File: src/logic/tcc_pkg.sv
// package for the channel c capture/compare pin control block
// assumes one 10 MHz clock and a synchronous active-high reset
package tcc_pkg;

  // field positions inside the 4-bit io control field
  localparam int ROLE_BIT   = 3;              // 0 compare, 1 capture
  localparam int LEVEL_BIT  = 2;              // compare initial level; set together with bit 3 is prohibited
  localparam int ACT_HI_BIT = 1;
  localparam int ACT_LO_BIT = 0;

  // compare actions held in the low two bits
  localparam logic [1:0] ACT_OFF    = 2'h0;  // pin disabled
  localparam logic [1:0] ACT_LOW    = 2'h1;  // drive low on match
  localparam logic [1:0] ACT_HIGH   = 2'h2;  // drive high on match
  localparam logic [1:0] ACT_TOGGLE = 2'h3;  // invert on match

  // capture edge selects, upper three bits
  localparam logic [2:0] CAP_RISE = 3'h4;    // with bit0 = 0
  localparam logic [2:0] CAP_BOTH = 3'h5;    // bit0 ignored

  localparam int  CNT_WIDTH = 16;            // counter and register width
  localparam logic [CNT_WIDTH-1:0] GRC_RESET = 16'hFFFF;
  localparam logic [3:0] IOC_RESET = 4'h0;

  // control bits gathered into one carrier
  typedef struct packed
  {
    logic       bufferSelect;               // register c used as buffer
    logic [3:0] ioCtrl;                     // channel0_io_control_low
  } tcc_ctrl_s;

  // per-cycle event flags reported to the outside
  typedef struct packed
  {
    logic compareMatch;                     // one-cycle pulse
    logic captureDone;                      // one-cycle pulse
  } tcc_event_s;

endpackage : tcc_pkg

File: src/logic/tcc_edge_sync.sv
// two-flop synchroniser plus edge detector for the channel c pin
// assumes the pin is asynchronous to sys_clk
`timescale 1ns/100ps
`default_nettype none

module tcc_edge_sync
(
  input  wire logic sys_clk,
  input  wire logic srst,
  input  wire logic pinIn,
  output logic      riseEdge,
  output logic      fallEdge
);

  logic meta_reg, meta_next;     // first stage, read only by sync stage
  logic sync_reg, sync_next;     // second stage
  logic prev_reg, prev_next;     // delayed copy for edge detection

  // next-state of the synchroniser chain
  always_comb
  begin
    meta_next = pinIn;
    sync_next = meta_reg;
    prev_next = sync_reg;
  end

  // registers; reset to low so no false edge from a low pin
  always_ff @(posedge sys_clk)
  begin
    if (srst)
    begin
      meta_reg <= 1'b0;
      sync_reg <= 1'b0;
      prev_reg <= 1'b0;
    end
    else
    begin
      meta_reg <= meta_next;
      sync_reg <= sync_next;
      prev_reg <= prev_next;
    end
  end

  // edges seen only past the second stage
  assign riseEdge = sync_reg & ~prev_reg;
  assign fallEdge = ~sync_reg & prev_reg;

endmodule : tcc_edge_sync
`default_nettype wire

File: src/logic/tcc_channel_c.sv
// channel c capture/compare register and pin control
// assumes the counter comes from logic on sys_clk; the pin input is asynchronous
`timescale 1ns/100ps
`default_nettype none

// What this block does
// RL1: bit 3 selects compare or capture role
// RL2: compare 00 disables pin; bit2 sets initial
// RL3: compare 01 drives pin low on match
// RL4: compare 10 drives pin high on match
// RL5: compare 11 toggles pin on match
// RL6: capture source is the channel pin only
// RL7: setting 1000 captures on rising edge
// RL8: setting 1001 captures on falling edge
// RL9: setting 101x captures on both edges
// RL10: software never sets both top bits
// RL11: buffer mode suppresses matches and captures
// RL12: capture copies counter; match when equal
module tcc_channel_c
#(
  parameter int W = tcc_pkg::CNT_WIDTH     // counter width
)
(
  input  wire logic            sys_clk,
  input  wire logic            srst,
  input  wire tcc_pkg::tcc_ctrl_s ctrl,    // control field and buffer select
  input  wire logic [W-1:0]    counter,    // channel counter value
  input  wire logic            grcWrite,   // software write strobe for register c
  input  wire logic [W-1:0]    grcWriteData,
  input  wire logic            pinIn,      // channel_c_pin input side
  output logic                 pinOut,     // channel_c_pin output level
  output logic                 pinOe_n,    // low while the block drives the pin
  output logic [W-1:0]         generalRegC,
  output tcc_pkg::tcc_event_s  events
);

  logic [W-1:0] grc_reg, grc_next;         // general_reg_c
  logic         out_reg, out_next;         // pin level
  logic         oe_n_reg, oe_n_next;       // pin enable, active low
  logic [3:0]   ioc_reg;                   // last applied control field
  logic [3:0]   ioc_next;
  logic         match_reg, match_next;     // match event pulse
  logic         cap_reg, cap_next;         // capture event pulse
  logic         riseEdge;
  logic         fallEdge;

  // decoded control
  logic         isCapture;
  logic         illegal;
  logic         active;
  logic [1:0]   action;
  logic         captureHit;
  logic         compareHit;
  logic         cfgChanged;

  // pin synchroniser and edge detector
  tcc_edge_sync u_sync
  (
    .sys_clk  (sys_clk),
    .srst     (srst),
    .pinIn    (pinIn),                     // RL6
    .riseEdge (riseEdge),
    .fallEdge (fallEdge)
  );

  // decode of the io control field
  always_comb
  begin
    isCapture  = ctrl.ioCtrl[tcc_pkg::ROLE_BIT];                                   // RL1
    // prohibited 11xx: nothing happens, pin left released
    illegal    = ctrl.ioCtrl[tcc_pkg::ROLE_BIT] & ctrl.ioCtrl[tcc_pkg::LEVEL_BIT]; // RL10
    active     = ~ctrl.bufferSelect & ~illegal;                                    // RL11
    action     = ctrl.ioCtrl[tcc_pkg::ACT_HI_BIT:tcc_pkg::ACT_LO_BIT];
    cfgChanged = ctrl.ioCtrl != ioc_reg;
    // capture edge choice
    captureHit = 1'b0;
    if (active && isCapture)
    begin
      if (ctrl.ioCtrl[tcc_pkg::ROLE_BIT:tcc_pkg::ACT_HI_BIT] == tcc_pkg::CAP_BOTH)
      begin
        captureHit = riseEdge | fallEdge;                                         // RL9
      end
      else if (ctrl.ioCtrl[tcc_pkg::ACT_LO_BIT])
      begin
        captureHit = fallEdge;                                                    // RL8
      end
      else
      begin
        captureHit = riseEdge;                                                    // RL7
      end
    end
    // compare only counts while the pin function is enabled
    compareHit = active & ~isCapture & (action != tcc_pkg::ACT_OFF) & (counter == grc_reg); // RL12
  end

  // next values of register c, pin and events
  always_comb
  begin
    grc_next   = grc_reg;
    out_next   = out_reg;
    oe_n_next  = oe_n_reg;
    ioc_next   = ctrl.ioCtrl;
    match_next = compareHit;
    cap_next   = captureHit;
    // capture wins over a software write in the same cycle
    if (captureHit)
    begin
      grc_next = counter;                                                         // RL12
    end
    else if (grcWrite)
    begin
      grc_next = grcWriteData;
    end
    // pin driver follows the compare setting
    if (ctrl.bufferSelect || isCapture || illegal || action == tcc_pkg::ACT_OFF)
    begin
      oe_n_next = 1'b1;                                                           // RL2
    end
    else
    begin
      oe_n_next = 1'b0;
      if (cfgChanged || oe_n_reg)
      begin
        // new setting: load the initial level first
        out_next = ctrl.ioCtrl[tcc_pkg::LEVEL_BIT];                               // RL2
      end
      else if (compareHit)
      begin
        unique case (action)
          tcc_pkg::ACT_LOW:    out_next = 1'b0;                                   // RL3
          tcc_pkg::ACT_HIGH:   out_next = 1'b1;                                   // RL4
          tcc_pkg::ACT_TOGGLE: out_next = ~out_reg;                               // RL5
          default:             out_next = out_reg;
        endcase
      end
    end
  end

  // registers only
  always_ff @(posedge sys_clk)
  begin
    if (srst)
    begin
      grc_reg   <= tcc_pkg::GRC_RESET;
      out_reg   <= 1'b0;
      oe_n_reg  <= 1'b1;
      ioc_reg   <= tcc_pkg::IOC_RESET;
      match_reg <= 1'b0;
      cap_reg   <= 1'b0;
    end
    else
    begin
      grc_reg   <= grc_next;
      out_reg   <= out_next;
      oe_n_reg  <= oe_n_next;
      ioc_reg   <= ioc_next;
      match_reg <= match_next;
      cap_reg   <= cap_next;
    end
  end

  assign pinOut              = out_reg;
  assign pinOe_n             = oe_n_reg;
  assign generalRegC         = grc_reg;
  assign events.compareMatch = match_reg;
  assign events.captureDone  = cap_reg;

endmodule : tcc_channel_c
`default_nettype wire

File: config.mk
export PLATFORM = sky130hd
export DESIGN_NAME = tcc_channel_c
export DESIGN_NICKNAME = d
export VERILOG_FILES = /design/src/logic/tcc_pkg.sv /design/src/logic/tcc_edge_sync.sv /design/src/logic/tcc_channel_c.sv
export SDC_FILE = /design/constraint.sdc
export NUM_CORES = 1
export LEC_CHECK = 0
export ABC_AREA = 1
export BUFFER_PORTS_ARGS = -buffer_cell sky130_fd_sc_hd__buf_4
export CAP_MARGIN = 10
export CORE_UTILIZATION = 45
export CTS_BUF_LIST = sky130_fd_sc_hd__clkbuf_8
export DETAILED_ROUTE_END_ITERATION = 12
export PLACE_DENSITY = 0.78
export SKIP_LAST_GASP = 1
export SYNTH_ARGS = -nofsm -noshare
export SYNTH_HDL_FRONTEND = slang
export SYNTH_SLANG_ARGS = --single-unit
File: constraint.sdc
create_clock -name sys_clk -period 1.8 [get_ports sys_clk]
set_input_delay 0.18 -clock sys_clk [delete_from_list [all_inputs] [get_ports sys_clk]]
set_output_delay 0.18 -clock sys_clk [all_outputs]
set_load 0.01 [all_outputs]
# After elaboration in Yosys (flattened, before gate mapping)
# Cells that the tools add are included.
# W data, S select, Z words.
# totals
register_bits	27
in_bits	41
out_inout_bits	20
elab_cells	50
# op_classes
eq_ne	6
n_mux	9
n_bitwise	15
n_reduce_logical	11
# ops
operator	count
$mux W16	2
$eq A16 B16 Y1	1
$and A1 B1 Y1	7
$not A1 Y1	7
$mux W1	6
$reduce_bool A2 Y1	3
$eq A2 B2 Y1 const B	2
$logic_or A1 B1 Y1	4
$ne A4 B4 Y1	1
$reduce_bool A4 Y1	1
$eq A3 B3 Y1 const B	1
$pmux W1 S3	1
$reduce_and A3 Y1	1
$eq A2 B1 Y1 const B	1
$logic_not A2 Y1	1
$logic_and A1 B1 Y1	1
$or A1 B1 Y1	1

# Longest topological paths before layout
# logic_depth
word_depth	8
depth_mapped	11
mapped_depth_nobuf	11

# Cells and area by module
# A second synthesis with hierarchy kept.
# unflattened
cells_unflattened	219
hier_area_um2	1451.4
# modules_own_cells
mod	n_inst	cells_each	area_each_um2	seq_area_each_um2
tcc_channel_c	1	207	1357.6	480.5
tcc_edge_sync	1	12	93.8	60.1

# Worst setup path after synthesis
# No wires, ideal clock.
# synth_path
kind	register to register
from	register u_sync.sync_reg (netlist: u_sync.prev_next)
to	register grc_reg[11] (netlist: generalRegC[11])
arrival_ns	1.537
path_slack_ns	0.120
stages_incl_launch_ff	8
path_buffers	1
synth_period_minus_slack_ns	1.680
cell_sequence	dfxtp_1 inv_1 ha_1 a211oi_4 a21oi_2 buf_6 nand2_1 o2111ai_2
# synth_between
elab_chain_len	6
elab_cells_between_ends	9
# synth_rtl
element	line_no	source
start, declared	tcc_edge_sync.sv:16	logic sync_reg, sync_next;
start signal, assigned	tcc_edge_sync.sv:39	sync_reg <= sync_next;
$not A1 Y1	tcc_edge_sync.sv:46	assign fallEdge = ~sync_reg & prev_reg;
$and A1 B1 Y1	tcc_edge_sync.sv:46	
$mux W1 or $or A1 B1 Y1 (tied branches)	tcc_channel_c.sv:83, tcc_channel_c.sv:81	
$mux W1 *	tcc_channel_c.sv:79	if (ctrl.ioCtrl[tcc_pkg::ROLE_BIT:tcc_pkg::ACT_HI_BIT] == tcc_pkg::CAP_BOTH)
$mux W1 *	tcc_channel_c.sv:77	if (active && isCapture)
$mux W16 or $reduce_bool A2 Y1 (tied branches)	n/a	
end signal, assigned	tcc_channel_c.sv:144	grc_reg <= tcc_pkg::GRC_RESET;
end signal, assigned	tcc_channel_c.sv:153	grc_reg <= grc_next;
end, declared	tcc_channel_c.sv:37	logic [W-1:0] grc_reg, grc_next;
# Mark *: on every way between the ends. The rest lies on a longest branch, timed or not.
# A chain may end at the register's enable or synchronous reset.

# Worst setup path after layout
# layout_path
from	register u_sync.sync_reg (netlist: u_sync.prev_next)
to	register grc_reg[5] (netlist: generalRegC[5])
# Same word-level chain as after synthesis.

==> results.yml <==
critical_path:
  r2r_cells: 7
  cp-start-kind: "flip-flop"
  crit_fanout: 27
  cp.arrival_ps: 1770
  crit_end: "generalRegC[5]"
  crit_path_end_kind: "flip-flop"
  crit_type: "reg -> reg"
  r2r-end: "generalRegC[5]"
  cp-startpoint: "u_sync.prev_next"
  required_ps: 1950
  worst_r2r_startpoint: "u_sync.prev_next"
  ff2ff_setup_slack_ps: 180
timing:
  finalCritPeriodShare: 0.9001
  finalSetupViolCount: 0
  tightest_slew_ps: 435.8
  slew_violations: 0
  fmax_mhz: 617.2
  finalSetupTns_ps: 0
  relSlewSlack: 0.7088
  grt_setup_unrepaired: "false"
  period_needed_ps: 1620
  worst_slack_ps: 179.7
  hold_viol: 0
  skew_ps: 4.968
detailed_routing:
  dr_total_vias: 1587
  wl_um: 3649
  drc_errors: 0
  drt-pass1-iter-count: 4
  routed-wl-met3_um: 248
  drt-initial-drc-count: 58
  vias_per_cell: 4.913
  met2WireLength_um: 1659
  top_layer: "met4"
  met1_length_um: 1676
  ant_nets: 0
  wire_per_inst_um: 11.30
final_layout:
  multiInputGateArea_sq_um: 824.5
  layoutNonFillerInstCount: 323
  final_cell_mix: "nand2_1 (65), buf_4 (63), inv_1 (31)"
  largest_reg_flops: 16
  drive_gt1_frac: 0.3011
  nNetsFinal: 323
  seq_area_sq_um: 540.5
  area_growth_syn_to_layout_pct: 34.04
  fillCellCount: 296
  post-route-cell-area_sq_mm: 0.002069
  layout_commonest_cell: "nand2_1"
  num_antenna_cells: 0
cts:
  htree_levels: 1
  cts_tree: "built"
  clockBufferDepth: 2
  clk_latency_ps: 280
  cts.sinks: 27
  cts_buffers: 3
  cts-root-buf: "clkbuf_8"
  clkTransAtPathRegs_ps: 90
run:
  drv_cap: 0
synth:
  async_flop_share: 0
  ys_warn_count: 0
  synth_area_sq_mm: 0.001544
  ys_seq_area_frac: 0.3501
  synthTopCellsByArea: "dfxtp_1 (35%), nand2_1 (16%), o2111ai_2 (9.7%)"
  avgSynthCellArea_sq_um: 6.986
  synth-seq-cells: 27
  yosys.area.top_type: "dfxtp_1"
  synth_cells: 221
  synth.distinct_cells: 23
  synth_top_area_frac: 0.3501
  synth-edff-count: 0
  synth_nets: 264
  synthFlopType: "dfxtp_1"
placement:
  dp_cells: 318
  numPortBuffers: 60
  postPlaceCellArea_sq_mm: 0.002001
  hpwl_um: 2674
  preCtsSetupSlack_ps: 58.01
  routabilityCongestion: 0.8284
floorplan:
  num_io_pins: 61
  initial_core_util: 0.4897
  die_h_um: 60.58
  die-area_sq_mm: 0.003669
  rows: 20
  coreArea_sq_mm: 0.003153
  die_w_um: 60.58
grt:
  grt_pass1_vias: 1383
  grt_remaining_overflow: 0
  grt_antenna_before_repair: 0
  grt_max_degree: 28
  grtUsageTotal: 0.2146
  grt_pass1_wl_um: 5796
min_path:
  hold_path_class: "in -> reg"
outcome:
  status: "finished, final reports clean"
pwr:
  powerDensity_mw_per_mm2: 649.4
  ir_drop_v: 0.0003814
  leakagePower_nw: 1.089
synth_stat cells, drive strengths merged, types with 3 or more instances:
cell / number
nor2: 27
xnor2: 3
inv: 34
nand2: 66
nand4: 7
nand3: 26
buf: 7
o2111ai: 10
dfxtp: 27
power by group:
| group | total [mW] | switching (mW) | internal (mW) | leakage (nW) |
|---|---|---|---|---|
| combinational | 0.335 | 0.169 | 0.166 | 0.838 |
| sequential | 0.669 | 0.0336 | 0.636 | 0.224 |
| clock | 0.340 | 0.187 | 0.153 | 0.0269 |
| total | 1.34 | 0.389 | 0.955 | 1.09 |
worst max-delay path: stages, from the launching register on:
cell       delay (ps)
dfxtp_1           340
inv_1              60
ha_1              320
a211oi_4          190
buf_4             190
nand2_8           150
nand3_1           130
o2111ai_2         110
worst min path at each step:
stage                     slack [ps]              end  cells past startpoint     from
after global routing             130  u_sync.meta_reg                      3    pinIn
after CTS                        100  u_sync.meta_reg                      3    pinIn
after floorplan                  290       ioc_reg[3]                      2  ctrl[3]
final                            100  u_sync.meta_reg                      3    pinIn
after global placement           380  u_sync.meta_reg                      3    pinIn
after detailed placement         390  u_sync.meta_reg                      3    pinIn
stage by stage:
step	hold slack, ps	util	power (mW)
2_1_floorplan	287.0	-	0.8574
3_3_place_gp	383.8	0.6345	1.006
3_5_place_dp	389.4	0.6345	1.013
4_1_cts	102.9	0.6488	1.343
5_1_grt	132.0	0.6563	1.416
6_report	103.7	0.6563	1.344
repair_timing:
| action | 4_1_cts | 5_1_grt |
|---|---|---|
| hold buffers | 0 | 0 |
| endpoints found under the setup margin | 0 | 15 |
| gates resized for setup | 0 | 2 |
| buffers inserted | 0 | 1 |
logic make-up after synthesis:
group	count (synthesis)	share of synthesized area
fa+ha+maj	2	0.01620
compound gates	15	0.1256
xor+xnor	5	0.02837
simple gates	128	0.3533
buf+inv	44	0.1264
flops	27	0.3501
final cells by class:
| class | instances | area share |
|---|---|---|
| well taps | 44 | 0.02660 |
| inverters | 35 | 0.06348 |
| clock inverters | 1 | 0.001814 |
| repair buffers | 63 | 0.2285 |
| flip-flops and latches | 27 | 0.2612 |
| clock buffers | 3 | 0.01995 |
| multi-input cells | 150 | 0.3984 |
routing by layer:
layer  GRT usage  vias up
li1            -      819
met4      0.1039        0
met2      0.3501       50
met5           0        -
met3     0.05544        6
met1      0.2638      712
No activity file was read; power rests on OpenSTA's default activity.
